$ cat src/include/slt_pkg.sv
package slt_pkg;
	// Register indices as printed; byte address is four times the index
	localparam logic [9:0] IDX_TS_MARKER = 10'h160;
	localparam logic [9:0] IDX_LINK_EN = 10'h200;
	localparam logic [9:0] IDX_MODE = 10'h201;
	localparam logic [9:0] IDX_KM1 = 10'h202;
	localparam logic [9:0] IDX_LINK_CTRL = 10'h210;
	localparam logic [9:0] IDX_MODE_LIMIT = 10'h211;
	localparam logic [9:0] IDX_STATUS = 10'h212;
	// Reset values
	localparam logic [7:0] RST_TS_MARKER = 8'h00;
	localparam logic [7:0] RST_LINK_EN = 8'h01;
	localparam logic [7:0] RST_MODE = 8'h02;
	localparam logic [7:0] RST_KM1 = 8'h1f;
	localparam logic [7:0] RST_LINK_CTRL = 8'h00;
	localparam logic [7:0] RST_MODE_LIMIT = 8'hff;
	// Field positions
	localparam int TS_EN_BIT = 0;
	localparam int LINK_EN_BIT = 0;
	localparam int CAL_EN_BIT = 0;
	localparam int SYNC_RX_EN_BIT = 1;
	localparam int ST_ACTIVE_BIT = 0;
	localparam int ST_66B_BIT = 1;
	localparam int ST_REFUSED_BIT = 2;
	localparam int ST_K_LSB = 8;
	localparam int LSB_8BIT_POS = 4;
	localparam int LSB_12BIT_POS = 0;
	// Timing: analog path latency from pin to sample port, in cycles
	localparam int SYNC_STAGES = 2;
	localparam int ADC_PATH_LAT_CYC = 8;
	localparam int TS_DELAY_DEPTH = ADC_PATH_LAT_CYC - SYNC_STAGES;
	localparam logic [8:0] K66_SCALE = 9'h100;
endpackage

$ cat src/rtl/slt_ts_delay.sv
`timescale 1ns/1ps
// Shift line that lines the timestamp up with the sample path
module slt_ts_delay #(
	parameter int DEPTH = 6
) (
	input wire logic pclk,
	input wire logic presetn,
	input wire logic din,
	output logic dout
);
	logic [DEPTH-1:0] stage;

	// One flop per cycle of delay
	genvar g;
	generate
		for (g = 0; g < DEPTH; g++) begin : g_stage
			always_ff @(posedge pclk or negedge presetn) begin
				if (!presetn) begin
					stage[g] <= 1'b0;
				end else begin
					stage[g] <= (g == 0) ? din : stage[(g == 0) ? 0 : g-1];
				end
			end
		end
	endgenerate

	assign dout = stage[DEPTH-1];
endmodule

$ cat src/rtl/slt_link_config.sv
// The APB interface to the registers was decided locally.
`timescale 1ns/1ps
//Behaviour
//- With timestamp insertion set, timestamp rides on the LSB of every sample.
//- Timestamp is delayed exactly as much as the analog samples.
//- In 8-bit modes the marker takes the 8-bit sample's LSB, 7 data bits remain.
//- In 12-bit modes the marker takes bit 0, 11 data bits remain.
//- Lane alignment sequence never announces the marker; CS stays zero.
//- Link enable bit: 0 disables, 1 enables; resets to 1.
//- Disabled link is held in reset with serializers powered down.
//- Disabled link has its clocks gated off.
//- Disabled link holds multiframe counter in reset and ignores SYSREF.
//- Eight-bit mode code selects the link mode; resets to two.
//- Only mode codes allowed by the restriction setting are accepted.
//- Multiframe length field holds frames minus one; resets to 31 (K=32).
//- In 64b/66b modes K comes from the mode as 256*E/F, field ignored.
module slt_link_config
	import slt_pkg::*;
(
	input wire logic pclk,
	input wire logic presetn,
	input wire logic psel,
	input wire logic penable,
	input wire logic pwrite,
	input wire logic [11:0] paddr,
	input wire logic [31:0] pwdata,
	output logic [31:0] prdata,
	output logic pready,
	output logic pslverr,
	input wire logic mode_is_66b,
	input wire logic mode_8bit,
	input wire logic [7:0] mode_e,
	input wire logic [7:0] mode_f,
	input wire logic [11:0] sample_in,
	input wire logic sample_valid,
	input wire logic timestamp_pin,
	input wire logic sysref_pin,
	input wire logic frame_tick,
	output logic [11:0] sample_out,
	output logic sample_out_valid,
	output logic link_reset_n,
	output logic serializer_power_down,
	output logic link_clock_enable,
	output logic cal_enable,
	output logic sync_receiver_enable,
	output logic [7:0] link_mode_code,
	output logic [15:0] k_effective_minus_one,
	output logic [1:0] ila_control_bits,
	output logic [15:0] multiframe_clock_counter,
	output logic multiframe_boundary
);
	logic [7:0] ts_ctrl;
	logic [7:0] link_en_reg;
	logic [7:0] km1;
	logic [7:0] mode_limit;
	logic mode_refused;
	logic [9:0] idx;
	logic setup;
	logic commit_wr;
	logic timestamp_insert_enable;
	logic serial_link_enable;
	logic mode_allowed;
	logic ts_meta;
	logic ts_sync;
	logic ts_aligned;
	logic sr_meta;
	logic sr_sync;
	logic sr_prev;
	logic sysref_edge;
	logic [16:0] k66;
	logic [15:0] next_k_m1;
	logic [31:0] next_rdata;
	logic next_err;

	assign idx = paddr[11:2];
	assign setup = psel && !penable;
	assign commit_wr = psel && penable && pready && pwrite;
	assign timestamp_insert_enable = ts_ctrl[TS_EN_BIT];
	assign serial_link_enable = link_en_reg[LINK_EN_BIT];
	assign mode_allowed = pwdata[7:0] <= mode_limit;

	// Zero-wait slave: answer is prepared in setup, pready high in access
	always_ff @(posedge pclk or negedge presetn) begin
		if (!presetn) begin
			pready <= 1'b0;
			prdata <= 32'h0000_0000;
			pslverr <= 1'b0;
		end else begin
			pready <= setup;
			if (setup) begin
				prdata <= pwrite ? 32'h0000_0000 : next_rdata;
				pslverr <= next_err;
			end
		end
	end

	// Read decode; unmapped indices answer zero with an error
	always_comb begin
		next_rdata = 32'h0000_0000;
		next_err = 1'b0;
		unique case (idx)
			IDX_TS_MARKER: next_rdata = {24'h00_0000, ts_ctrl};
			IDX_LINK_EN: next_rdata = {24'h00_0000, link_en_reg};
			IDX_MODE: next_rdata = {24'h00_0000, link_mode_code};
			IDX_KM1: next_rdata = {24'h00_0000, km1};
			IDX_LINK_CTRL: next_rdata = {30'h0000_0000, sync_receiver_enable, cal_enable};
			IDX_MODE_LIMIT: next_rdata = {24'h00_0000, mode_limit};
			IDX_STATUS: begin
				next_rdata[ST_ACTIVE_BIT] = link_reset_n;
				next_rdata[ST_66B_BIT] = mode_is_66b;
				next_rdata[ST_REFUSED_BIT] = mode_refused;
				next_rdata[ST_K_LSB +: 16] = k_effective_minus_one;
			end
			default: next_err = 1'b1;
		endcase
	end

	// Plain read/write configuration registers; reserved bits hold what is written, except in LINK_CTRL where bits 7:2 read zero
	always_ff @(posedge pclk or negedge presetn) begin
		if (!presetn) begin
			ts_ctrl <= RST_TS_MARKER;
			link_en_reg <= RST_LINK_EN;
			km1 <= RST_KM1;
			mode_limit <= RST_MODE_LIMIT;
			cal_enable <= RST_LINK_CTRL[CAL_EN_BIT];
			sync_receiver_enable <= RST_LINK_CTRL[SYNC_RX_EN_BIT];
		end else if (commit_wr) begin
			unique case (idx)
				IDX_TS_MARKER: ts_ctrl <= pwdata[7:0];
				IDX_LINK_EN: link_en_reg <= pwdata[7:0];
				IDX_KM1: km1 <= pwdata[7:0];
				IDX_MODE_LIMIT: mode_limit <= pwdata[7:0];
				IDX_LINK_CTRL: begin
					cal_enable <= pwdata[CAL_EN_BIT];
					sync_receiver_enable <= pwdata[SYNC_RX_EN_BIT];
				end
				default: ;
			endcase
		end
	end

	// Mode code: a disallowed code is dropped and flagged
	always_ff @(posedge pclk or negedge presetn) begin
		if (!presetn) begin
			link_mode_code <= RST_MODE;
			mode_refused <= 1'b0;
		end else if (commit_wr && idx == IDX_MODE) begin
			mode_refused <= !mode_allowed;
			if (mode_allowed) begin
				link_mode_code <= pwdata[7:0];
			end
		end
	end

	// Link control outputs follow the enable bit one cycle later
	always_ff @(posedge pclk or negedge presetn) begin
		if (!presetn) begin
			link_reset_n <= 1'b0;
			serializer_power_down <= 1'b1;
			link_clock_enable <= 1'b0;
			ila_control_bits <= 2'h0;
		end else begin
			link_reset_n <= serial_link_enable;
			serializer_power_down <= !serial_link_enable;
			link_clock_enable <= serial_link_enable;
			ila_control_bits <= 2'h0;
		end
	end

	// Effective frames per multiframe, minus one
	assign k66 = ({9'h000, mode_e} * {8'h00, K66_SCALE}) / {9'h000, mode_f};
	always_comb begin
		if (mode_is_66b) begin
			next_k_m1 = (mode_f == 8'h00) ? 16'h0000 : 16'(k66 - 17'h00001);
		end else begin
			next_k_m1 = {8'h00, km1};
		end
	end

	always_ff @(posedge pclk or negedge presetn) begin
		if (!presetn) begin
			k_effective_minus_one <= {8'h00, RST_KM1};
		end else begin
			k_effective_minus_one <= next_k_m1;
		end
	end

	// Pin synchronisers for timestamp and SYSREF
	always_ff @(posedge pclk or negedge presetn) begin
		if (!presetn) begin
			ts_meta <= 1'b0;
			ts_sync <= 1'b0;
			sr_meta <= 1'b0;
			sr_sync <= 1'b0;
			sr_prev <= 1'b0;
		end else begin
			ts_meta <= timestamp_pin;
			ts_sync <= ts_meta;
			sr_meta <= sysref_pin;
			sr_sync <= sr_meta;
			sr_prev <= sr_sync;
		end
	end

	assign sysref_edge = sr_sync && !sr_prev;

	// Extra delay so the marker meets its sample at the output
	slt_ts_delay #(
		.DEPTH(TS_DELAY_DEPTH)
	) u_ts_delay (
		.pclk(pclk),
		.presetn(presetn),
		.din(ts_sync),
		.dout(ts_aligned)
	);

	// Output sample stage with optional marker insertion
	always_ff @(posedge pclk or negedge presetn) begin
		if (!presetn) begin
			sample_out <= 12'h000;
			sample_out_valid <= 1'b0;
		end else begin
			sample_out_valid <= sample_valid && serial_link_enable;
			sample_out <= sample_in;
			if (timestamp_insert_enable) begin
				if (mode_8bit) begin
					sample_out[LSB_8BIT_POS] <= ts_aligned;
				end else begin
					sample_out[LSB_12BIT_POS] <= ts_aligned;
				end
			end
		end
	end

	// Multiframe counter: cleared while disabled, realigned by SYSREF
	always_ff @(posedge pclk or negedge presetn) begin
		if (!presetn) begin
			multiframe_clock_counter <= 16'h0000;
			multiframe_boundary <= 1'b0;
		end else if (!serial_link_enable) begin
			multiframe_clock_counter <= 16'h0000;
			multiframe_boundary <= 1'b0;
		end else if (sysref_edge) begin
			multiframe_clock_counter <= 16'h0000;
			multiframe_boundary <= 1'b1;
		end else if (frame_tick) begin
			if (multiframe_clock_counter >= k_effective_minus_one) begin
				multiframe_clock_counter <= 16'h0000;
				multiframe_boundary <= 1'b1;
			end else begin
				multiframe_clock_counter <= multiframe_clock_counter + 16'h0001;
				multiframe_boundary <= 1'b0;
			end
		end else begin
			multiframe_boundary <= 1'b0;
		end
	end

	// Checks
	localparam int TS_TOTAL = ADC_PATH_LAT_CYC + 1;
endmodule

$ cat config.mk
export PLATFORM = sky130hd
export DESIGN_NAME = slt_link_config
export DESIGN_NICKNAME = d
export VERILOG_FILES = /design/src/include/slt_pkg.sv /design/src/rtl/slt_ts_delay.sv /design/src/rtl/slt_link_config.sv
export SDC_FILE = /design/constraint.sdc
export NUM_CORES = 1
export LEC_CHECK = 0
export BUFFER_PORTS_ARGS = -buffer_cell sky130_fd_sc_hd__buf_2
export CAP_MARGIN = 25
export CORE_UTILIZATION = 45
export CTS_CLUSTER_DIAMETER = 80
export DETAILED_ROUTE_END_ITERATION = 10
export MAX_ROUTING_LAYER = met4
export PLACE_DENSITY = 0.72
export SYNTH_ARGS = -nofsm -noshare
export SYNTH_HDL_FRONTEND = slang
export SYNTH_SLANG_ARGS = --single-unit
export TNS_END_PERCENT = 20
$ cat constraint.sdc
create_clock -name pclk -period 10.9 [get_ports pclk]
set_input_delay 1.09 -clock pclk [delete_from_list [all_inputs] [get_ports pclk]]
set_output_delay 1.09 -clock pclk [all_outputs]
set_load 0.005 [all_outputs]
-- Word-level counts from Yosys, hierarchy flattened
Cells that the tools add are included.
- reduce and logical (&&, ||, !) cells: 19
- order comparisons: 2
- multiplexer cells: 19
- divide/modulo/power cells: 1
- add/sub/neg operators: 2
- equality and inequality tests: 8
- operators with widths (kind ; count):
    two-way mux 16 bit ; 7
    == test 10 bit (second input constant) ; 6
    one-hot mux 5 bit (5 select lines) ; 1
    two-way mux 24 bit ; 1
    one-hot mux 3 bit (7 select lines) ; 1
    divider 16 x 8 -> 17 bit ; 1
    adder 16 x 1 -> 16 bit (second input constant) ; 1
    >= comparator 16 bit ; 1
    subtractor 16 x 1 -> 16 bit (second input constant) ; 1
    AND reduction 2 bit ; 6
    == test 10 x 9 -> 1 bit (second input constant) ; 1
    two-way mux 1 bit ; 9
    less-or-equal comparator 8 bit ; 1
    logical NOT 8 bit ; 1
    logical AND 1 bit ; 7
    OR reduction 7 bit ; 1
    logical NOT 1 bit ; 4
    inequality test 3 x 2 -> 1 bit (second input constant) ; 1
- bits in registers: 136
- bits of input ports: 83

-- Depth between registers and ports, before layout
Gate-level depths: netlist (run 1).
- word-level depth: 5
- mapped depth: 165
- depth with buffers taken out: 152

-- By module
From an unflattened synthesis (run 1), not the netlist that was laid out.
- cell total of the unflattened synthesis: 1497
- area total of the unflattened synthesis: 12678.4 sq um
- modules (own cells, without submodules) (module ; sequential area each (sq um) ; cells each ; times used ; area an instance (sq um)):
    slt_link_config ; 3079.2 ; 1491 ; 1 ; 12528.3
    slt_ts_delay ; 150.1 ; 6 ; 1 ; 150.1

-- Worst setup path before layout (run 1)
No wires, ideal clock.
- path kind: input -> register
- start point: input port mode_f[0]
- end point: register k_effective_minus_one[12]
- path slack: -21.764 ns
- setup time: 0.132 ns
- cell stages on the path: 160
- arrival time: 32.532 ns
- cells stage by stage: inv_1 clkbuf_1 ha_1 o21ai_0 nor3_1 nor2_1 ha_1 o211ai_1 a2111oi_4 or3_1 nand2_1 ha_1 or3_1 o22ai_1 nor2_1 mux2i_1 inv_1 ha_1 [124 not listed] o21ai_0 nand2b_1 a21oi_1 nor2b_1 o21ai_0 inv_1 o21ai_0 nor3b_1 a21boi_1 nor3_1 nand2b_1 nor2_1 ha_1 inv_1 or4_1 nor4_1 xor2_1 nor2_1
- longest elaborated chain between the ends: 4
- elaborated cells on any way between the ends: 5
- ends and longest elaborated chain (element ; RTL line ; source):
    from (decl) ; slt_link_config.sv:33 ; input wire logic [7:0] mode_f,
    divider 16 x 8 -> 17 bit ; slt_link_config.sv:171 ; assign k66 = ({9'h000, mode_e} * {8'h00, K66_SCALE}) / {9'h000, mode_f};
    subtractor 16 x 1 -> 16 bit ; slt_link_config.sv:174 ; next_k_m1 = (mode_f == 8'h00) ? 16'h0000 : 16'(k66 - 17'h00001);
    two-way mux 16 bit (*) ; slt_link_config.sv:174 ;
    two-way mux 16 bit (*) ; slt_link_config.sv:173 ; if (mode_is_66b) begin
    via next_k_m1[12] ; slt_link_config.sv:71 ; logic [15:0] next_k_m1;
    to (signal assigned) ; slt_link_config.sv:182 ; k_effective_minus_one <= {8'h00, RST_KM1};
    to (signal assigned) ; slt_link_config.sv:184 ; k_effective_minus_one <= next_k_m1;
    to (decl) ; slt_link_config.sv:47 ; output logic [15:0] k_effective_minus_one,
Mark *: on every way through the listed nets, which the timed path passes. The rest lies on a longest branch.
A chain may end at the register's enable or synchronous reset.

-- Worst setup path after layout (run 1)
- start point: input port mode_f[4]
- end point: register k_effective_minus_one[14]
Same word-level chain as after synthesis.

==> reports/qor.yml, run 1 <==
synth_cell_type_count: 110
cp_data_arrival_time_ps: 29280
num_rows: 61
ys_warn_count: 0
min_period_ps: 29010
first_pass_iters: 10
clk_latency_ps: 410
num-nets-final: 2463
rr_worst_depth: 24
synth_area_um2: 12800
hold_path.class: "register to register"
grt_pass1_wl_mm: 78.0
endpoint_kind: "register"
finClkSkew_ps: 10.3
fin_crit_sh_pct: 266
holdWs_ps: 347
crit_path_max_fanout: 9
ant_nets: 0
maxCapViolCount: 0
status: "finished with violations"
critPathKind: "input port to register"
cp_data_required_time_ps: 11180
top_regs: "prdata: 24 flops, k_effective_minus_one: 16 flops, multiframe_clock_counter: 16 flops"
cts_buffer_depth: 2
synth.avg_cell_area_um2: 8.57
holdPathEnd: "u_ts_delay.stage[4]$_DFF_PN0_"
slew_viol_final: 0
wl_per_cell_um: 20.6
fin_cells: 2643
ys_seq_area_share_pct: 25.2
worst_pin_slew_ps: 1090
antenna_cells: 0
nFillCells: 1781
dieArea_um2: 29200
worst_setup_path_start_kind: "input port"
fmax_mhz: 34.5
clockRootBuffer: "clkbuf_16"
setup_ws_ps: -18110
dp_cells: 2457
hpwl_mm: 33.7
worstHoldStart: "u_ts_delay.stage[3]$_DFF_PN0_"
path_clk_slew_ps: 60
synthArstFlopShare_pct: 100
cts_sinks: 128
slowest_delay_ps: 550
dr.first_iter.drc_count: 1545
reg2reg_from: "multiframe_clock_counter[0]$_DFFE_PN0P_"
hold_viol_final: 0
viasPerCell: 6.12
wl_mm: 54.5
portBuffers: 141
core_area_um2: 27900
dr_total_vias: 16176
ys_dominant_reg_cell: "dfrtp_1"
violations: "setup timing"
finalSetupViolCount: 16
ioPinCount: 178
die_y_um: 171
synthCells: 1495
worst_r2r_endpoint: "multiframe_clock_counter[6]$_DFFE_PN0P_"
final_common_cell: "buf_4"
start_util_pct: 45.9
grt_pass1_vias: 15876
regMostFlops: "prdata"
largest_register_ffs: 24
rsz0062_at_grt: "true"
gp_congestion: 1.00
cts_tree: "done"
hold_path_depth: 0
syn2layout_area_growth_pct: 60.3
drc: 0
synth_edf_count: 0
cts_buffers: 17
synth.ff_latch_count: 128
grt_usage_pct: 34.4
grt_max_degree: 83
fp.dieW_um: 171
slew_headroom_pct: 27.1
grt.overflow.total: 0
htreeDepth: 4
final_cell_mix: "buf_4, buf_2, dfrtp_1"
placed_area_um2: 17900
crit_top_cell: "a21o_1"
final_util_pct: 73.6
drive_gt1_share_pct: 49.2
fin_area_um2: 20600
antenna_found_initial: 0
worst_path_max_delay_cell: "or4_4"
r2r_slack_ps: 5700
==> layout make-up <==
class,instances,area [µm²],area share (%)
clock buffer,18,439,2.14
clock inverter,14,146,0.712
inverter,66,251,1.22
multi-input combinational,1261,10400,50.8
sequential,128,3230,15.7
tap,378,473,2.30
timing repair buffer,778,5580,27.1
==> critical path: cells and delay by family <==
family	cells	cell delay, ps
fa+ha+maj	16	4310
buf+inv	15	2020
simple gates	45	7750
mux	4	920
compound gates	71	12730
xor+xnor	2	390
==> repair_timing <==
| action | 4_1_cts | 5_1_grt |
|---|---|---|
| hold buffers | 0 | 0 |
| hold endpoints to repair | 0 | 0 |
| cloned | 2 | 0 |
| buffers inserted | 106 | 45 |
| setup endpoints to repair | 16 | 16 |
| gates resized for setup | 94 | 82 |
| pin swaps | 86 | 110 |
==> kinds of logic after synthesis <==
family	share of synthesized area, %
AOI/OAI and AO/OA	27.5
xor gates and xnor gates	3.82
adders and majority gates	12.6
buffers and inverters	3.89
DFF	25.2
muxes	7.31
other	0.0293
and+or+nand+nor	19.7
==> per-layer routing <==
| metal | vias to the layer above | wire length (µm) | global-route usage, % |
|---|---|---|---|
| li1 | 7151 | - | - |
| met2 | 1009 | 26000 | 58.6 |
| met1 | 7663 | 20400 | 37.8 |
| met3 | 353 | 4090 | 5.64 |
| met5 | - | 0 | - |
| met4 | 0 | 3960 | 20.2 |
==> cell usage after synthesis (11+ instances only) <==
cell	number	area (µm²)
ha_1	127	1590
nor2_1	113	424
nand2_1	110	413
dfrtp_1	107	2680
o21ai_0	98	490
a21oi_1	87	435
inv_1	65	244
mux2_2	61	687
a21o_1	51	383
nand2b_1	41	257
o21a_1	40	300
nor3_1	37	185
clkbuf_1	33	124
xnor2_1	31	272
nand3_1	30	150
xor2_1	23	201
nand4_1	22	138
o211ai_1	22	165
o31ai_1	22	165
a22o_1	21	184
dfstp_2	21	552
mux2i_1	21	210
nor2b_1	20	125
and3_1	19	119
and2_1	18	113
a211oi_1	17	128
or3_1	17	106
nor4_1	13	81.3
buf_4	12	90.1
a31oi_1	11	68.8
o22ai_1	11	68.8
==> worst max path at each step <==
stage / start / end / slack (ps) / cells past startpoint
2_1_floorplan: mode_f[1] / k_effective_minus_one[14]$_DFF_PN0_ / -18400 / 156
3_3_place_gp: mode_f[2] / k_effective_minus_one[14]$_DFF_PN0_ / -17370 / 139
3_5_place_dp: mode_f[2] / k_effective_minus_one[14]$_DFF_PN0_ / -18150 / 143
4_1_cts: mode_f[2] / k_effective_minus_one[12]$_DFF_PN0_ / -16480 / 144
5_1_grt: mode_f[4] / k_effective_minus_one[14]$_DFF_PN0_ / -19140 / 149
6_report: mode_f[4] / k_effective_minus_one[14]$_DFF_PN0_ / -18110 / 153
==> stage by stage <==
step	TNS, ps	setup WS (ps)
global route	-297780	-19140
global placement	-269500	-17370
CTS	-254370	-16480
detailed placement	-281700	-18150
floorplan	-284820	-18400
finish	-281100	-18110
Power of run 1 is left out: the tool's default activity adds up to more than one toggle a clock period on the data nets, which glitch-free logic cannot reach.
==> inputs of run 2 (changes only) <==
- SYNTH_HIERARCHICAL: default -> 1
==> reports/qor.yml, run 2 <==
ys_warn_count: 6  # +6
synthCells: 1497  # +0.13%
synth.ff_latch_count: 128  # unchanged
cp_data_arrival_time_ps: 29040  # -240 ps
largest_register_ffs: 24  # unchanged
cts_sinks: 128  # unchanged
nFillCells: 2015  # +13%
synth_cell_type_count: 105  # -4.5%
yosysMostFrequentCell: "ha_1"
ys_top_cells_by_area: "dfrtp_1, ha_1, mux2_2"
num-nets-final: 2316  # -6.0%
drc: 0  # unchanged
antenna_found_initial: 0  # unchanged
synth.avg_cell_area_um2: 8.47  # -1.2%
final_cell_mix: "buf_4, buf_2, nand2_1"
crit_cells: 159  # +3.9%
fin_area_um2: 19400  # -5.8%
dr_total_vias: 14568  # -9.9%
drive_gt1_share_pct: 46.4  # -2.8 points
synth-compound-area-share_pct: 25.0  # -2.5 points
synth_fa_ha_area_share_pct: 12.7  # +0.14 points
grt.overflow.total: 0  # unchanged
ys_dominant_reg_cell: "dfrtp_1"
yosysTopAreaCell: "dfrtp_1"
hold_path_depth: 0  # unchanged
critPathTopFamily: "compound AO/OA/AOI/OAI gates"
synth_top_area_share_pct: 21.1  # +0.23 points
start_util_pct: 45.6  # -0.25 points
clk_latency_ps: 420  # about the same
cts_buffer_depth: 2  # unchanged
maxCapViolCount: 0  # unchanged
cts_hold_buf: 0  # unchanged
critPathKind: "input port to register"
final_common_cell: "buf_4"
cts_buffers: 17  # unchanged
core_area_um2: 27800  # -0.55%
synth_top_family_by_area: "compound AO/OA/AOI/OAI gates"
cp_num_buf_inv: 9  # -6
clockRootBuffer: "clkbuf_16"
pre_cts_ws_ps: -18880  # -732 ps
crit_top_cell: "a21o_1"
portBuffers: 141  # unchanged
ant_nets: 0  # unchanged
dr.first_iter.drc_count: 1237  # -20%
endpoint_kind: "register"
placed_area_um2: 17300  # -3.1%
synth_area_um2: 12700  # -1.1%
crit_path_max_fanout: 8  # -1
violations: "setup timing"
hpwl_mm: 32.5  # -3.6%
cp_data_required_time_ps: 11180  # about the same
regMostFlops: "prdata"
grt_usage_pct: 30.1  # -4.3 points
antenna_cells: 0  # unchanged
status: "finished with violations"
ys_seq_area_share_pct: 25.5  # +0.28 points
slew_viol_final: 0  # unchanged
worst_setup_path_start_kind: "input port"
setup_ws_ps: -17860  # +248 ps
path_clk_slew_ps: 60  # about the same
synthTopCellsByCount: "ha_1, nand2_1, o21ai_0"
finalSetupViolCount: 16  # unchanged
rr_worst_depth: 22  # -8.3%
slew_headroom_pct: 33.2  # +6.1 points
synth_simple_gate_area_share_pct: 21.1  # +1.4 points
ioPinCount: 178  # unchanged
first_pass_iters: 6  # -4
htreeDepth: 4  # unchanged
synth_edf_count: 0  # unchanged
grt_pass1_vias: 13839  # -13%
syn2layout_area_growth_pct: 52.6
gp_congestion: 0.992  # -1.2%
min_period_ps: 28760  # -248 ps
fmax_mhz: 34.8  # +0.86%
hold_viol_final: 0  # unchanged
worst_pin_slew_ps: 999  # -88.2 ps
top_regs: "prdata: 24 flops, k_effective_minus_one: 16 flops, multiframe_clock_counter: 16 flops"
cts_tree: "done"
synthArstFlopShare_pct: 100  # unchanged
grt_pass1_wl_mm: 68.2  # -13%
grt_max_degree: 87  # +4.8%
num_rows: 61  # unchanged
rsz0062_at_grt: "true"
viasPerCell: 5.84  # -4.6%
fin_crit_sh_pct: 264  # -2.3 points
dieArea_um2: 28800  # -1.1%
finClkSkew_ps: 9.13  # -1.14 ps
wl_per_cell_um: 18.4  # -11%
die_y_um: 170  # -0.54%
synth_mux_area_share_pct: 7.62  # +0.31 points
fp.dieW_um: 170  # -0.54%
wl_mm: 45.8  # -16%
slowest_delay_ps: 550  # about the same
worst_path_max_delay_cell: "or4_4"
hold_path.class: "register to register"
synth_xor_xnor_area_share_pct: 3.80  # -0.017 points
==> run 2: cell types whose count changed after synthesis, moves of 6 or more <==
cell | before | now
nor4_1 | 13 | 6
o211ai_1 | 22 | 14
o21ai_0 | 98 | 115
o21a_1 | 40 | 34
o31a_1 | 9 | 3
nand2_1 | 110 | 121
nand4_1 | 22 | 14
a21oi_1 | 87 | 79
o22ai_1 | 11 | 5
==> run 2: timing repair <==
| action | in CTS | in global routing |
|---|---|---|
| buffers inserted | 29 | 39 |
| gates resized for setup | 46 | 128 |
| gates cloned | 0 | 0 |
| pin swaps | 43 | 117 |
| setup endpoints to repair | 16 | 16 |
==> run 2: layout make-up <==
type | instances | area (µm²) | area share [%]
clock buffer | 17 | 425 | 2.20
multi-input combinational | 1252 | 10200 | 52.9
inverter | 65 | 248 | 1.28
tap | 378 | 473 | 2.44
sequential | 128 | 3230 | 16.7
clock inverter | 15 | 195 | 1.01
timing repair buffer | 641 | 4550 | 23.5
==> run 2: final timing paths <==
| check | from | endpoint | slack, ps |
|---|---|---|---|
| min in group asynchronous | presetn | prdata[8]$_DFFE_PN0P_ | 650 |
| setup / recovery | mode_f[4] | k_effective_minus_one[14]$_DFF_PN0_ | -17860 |
| max in group asynchronous | presetn | mode_limit[4]$_DFFE_PN1P_ | 9220 |
| hold / removal | u_ts_delay/stage[4]$_DFF_PN0_ | u_ts_delay/dout$_DFF_PN0_ | 350 |
| hold reg to reg | u_ts_delay/stage[4]$_DFF_PN0_ | u_ts_delay/dout$_DFF_PN0_ | 350 |
| setup reg to reg | k_effective_minus_one[0]$_DFF_PN1_ | multiframe_clock_counter[15]$_DFFE_PN0P_ | 5740 |
==> run 2: metrics by stage <==
step / TNS, ps / hold slack (ps) / utilization, % / std cells
CTS: -274550 / 350 / 66.2 / 2456
detailed placement: -294120 / 337 / 62.4 / 2395
finish: -278510 / 348 / 69.7 / 2496
global placement: -279790 / 333 / 62.4 / 2395
floorplan: -293440 / 331 / - / 1507
global route: -297450 / 363 / 69.7 / 2496
==> run 2: cell families (layout without fill, tap and decap cells) <==
| family | Yosys count | in the layout |
|---|---|---|
| DFF | 128 | 128 |
| adders and majority gates | 128 | 128 |
| muxes | 86 | 86 |
| other | 1 | 11 |
| AOI/OAI and AO/OA | 465 | 465 |
| buffers and inverters | 127 | 738 |
| and+or+nand+nor | 507 | 507 |
| xor gates and xnor gates | 55 | 55 |
==> run 2: metal layers <==
layer  track usage (%)  up-vias  part of all wire [%]
met3              3.56      173                   6.1
li1                  -     6767                     -
met4              11.3        0                   4.6
met1              36.0     6982                    40
met5                 -        -                     0
met2              51.8      646                    49
Power of run 2 is left out for the same reason.
==> inputs of run 3 (changes only) <==
- CORE_ASPECT_RATIO: default -> 1.25
==> reports/qor.yml, run 3 (synthesis results as in run 2) <==
cts_tree: "done"
worst_pin_slew_ps: 976  # -23.0 ps
grt_pass1_wl_mm: 76.9  # +13%
slowest_delay_ps: 550  # about the same
wl_met2_mm: 25.9  # +16%
crit_top_cell: "buf_4"
drive_gt1_share_pct: 50.0  # +3.6 points
antenna_found_initial: 1  # +1
min_period_ps: 29730  # +973 ps
hold_path.class: "register to register"
endpoint_kind: "register"
grt_usage_pct: 33.8  # +3.7 points
fmax_mhz: 33.6  # -3.3%
setup_ws_ps: -18830  # -973 ps
status: "finished with violations"
regMostFlops: "prdata"
grt.overflow.total: 0  # unchanged
fin_cells: 2574  # +3.1%
maxCapViolCount: 0  # unchanged
hold_viol_final: 0  # unchanged
portBuffers: 141  # unchanged
htreeDepth: 4  # unchanged
clockRootBuffer: "clkbuf_16"
finClkSkew_ps: 13.4  # +4.26 ps
topRoutingLayerUsed: "met4"
slew_viol_final: 0  # unchanged
worst_path_max_delay_cell: "or4_4"
grt_max_degree: 74  # -15%
gp_congestion: 0.937  # -5.6%
critPathTopFamily: "compound AO/OA/AOI/OAI gates"
violations: "DRC, setup timing"
rsz0062_at_grt: "true"
first_pass_iters: 9  # +3
top_regs: "prdata: 24 flops, k_effective_minus_one: 16 flops, multiframe_clock_counter: 16 flops"
drc: 56  # +56
viasPerCell: 6.11  # +4.7%
wl_met3_mm: 3.32  # +19%
cts_buffers: 17  # unchanged
slew_headroom_pct: 34.7  # +1.5 points
cts_buffer_depth: 2  # unchanged
clk_latency_ps: 420  # about the same
crit_path_max_fanout: 11  # +3
final_cell_mix: "buf_4, buf_2, dfrtp_1"
fin_crit_sh_pct: 273  # +8.9 points
fp.dieW_um: 152  # -10%
dp_cells: 2370  # -1.0%
start_util_pct: 45.9  # +0.21 points
dr_total_vias: 15722  # +7.9%
syn2layout_area_growth_pct: 59.1
largest_register_ffs: 24  # unchanged
cp_num_buf_inv: 30  # +21
cts_hold_buf: 0  # unchanged
num-nets-final: 2421  # +4.5%
grt_pass1_vias: 15907  # +15%
dieArea_um2: 28900  # about the same
dr.first_iter.drc_count: 1145  # -7.4%
hpwl_mm: 32.6  # +0.17%
cp_data_arrival_time_ps: 30010  # +970 ps
wl_mm: 51.4  # +12%
worst_setup_path_start_kind: "input port"
num_rows: 68  # +11%
core_area_um2: 27700  # -0.47%
m1WireLength_mm: 18.4  # -0.64%
path_clk_slew_ps: 60  # about the same
cts_sinks: 128  # unchanged
ant_nets: 0  # unchanged
nFillCells: 1781  # -12%
cp_data_required_time_ps: 11180  # about the same
wl_per_cell_um: 20.0  # +8.7%
ioPinCount: 178  # unchanged
critPathKind: "input port to register"
finalSetupViolCount: 16  # unchanged
final_common_cell: "buf_4"
die_y_um: 190  # +12%
pre_cts_ws_ps: -18750  # +136 ps
==> run 3: cell types whose count changed in the layout (fill, tap and decap cells not counted), sizes merged <==
cell	delta
diode	+1
inv	+1
clkinv	-1
buf	+105
==> run 3: final timing paths <==
| check | startpoint | slack [ps] | end | cells past startpoint |
|---|---|---|---|---|
| worst max register to register | k_effective_minus_one[0]$_DFF_PN1_ | 5960 | multiframe_clock_counter[3]$_DFFE_PN0P_ | 24 |
| worst max-delay path | mode_f[7] | -18830 | k_effective_minus_one[14]$_DFF_PN0_ | 167 |
| worst min-delay path | ts_sync$_DFF_PN0_ | 350 | u_ts_delay/stage[0]$_DFF_PN0_ | 0 |
| worst min register to register | ts_sync$_DFF_PN0_ | 350 | u_ts_delay/stage[0]$_DFF_PN0_ | 0 |
| max in group asynchronous | presetn | 8900 | prdata[17]$_DFFE_PN0P_ | 2 |
| min in group asynchronous | presetn | 790 | sync_receiver_enable$_DFFE_PN0P_ | 1 |
==> run 3: repair_timing <==
item,CTS,global route
pin swaps,113,100
gates resized for setup,130,73
setup endpoints to repair,16,16
setup buffers,140,31
==> run 3: routing by layer <==
layer  GRT usage (%)  vias up
met3            4.28      363
met4            20.2        0
met5               -        -
met2            62.0      871
li1                -     6984
met1            34.5     7504
==> run 3: through the flow <==
stage               setup TNS [ps]  util (%)  area, µm²  hold slack (ps)
detailed placement         -293670      62.6      17300              336
global placement           -282000      62.6      17300              332
finish                     -297640      72.9      20200              348
global route               -316700      72.9      20200              360
CTS                        -266120      70.9      19600              349
floorplan                  -293440         -      13400              331
==> run 3: layout make-up <==
class                      instances  area, µm²  area share [%]
clock inverter                    15        195           0.968
multi-input combinational       1252      10300            51.1
inverter                          65        250            1.24
antenna                            1       2.50          0.0124
tap                              350        438            2.17
timing repair buffer             746       5320            26.4
clock buffer                      17        425            2.11
sequential                       128       3230            16.0
==> run 3: worst register-to-register path: stages (launching register included) <==
cell and delay, ps:
dfstp_2 550, ha_1 240, nand2b_1 150, a21o_1 180
a21o_1 180, a21o_1 170, a21o_1 160, a21o_1 170
a21oi_1 140, nor2b_1 60, o21ai_0 150, nand2b_1 70
a21oi_1 160, nor2b_1 60, o21ai_0 150, nand2b_1 80
a21oi_1 150, nor2b_1 60, o21ai_0 170, nand2b_1 80
a21oi_1 310, nand4_1 780, nor2_1 370, o21ai_0 130
o21ai_0 120
Power of run 3 is left out for the same reason.
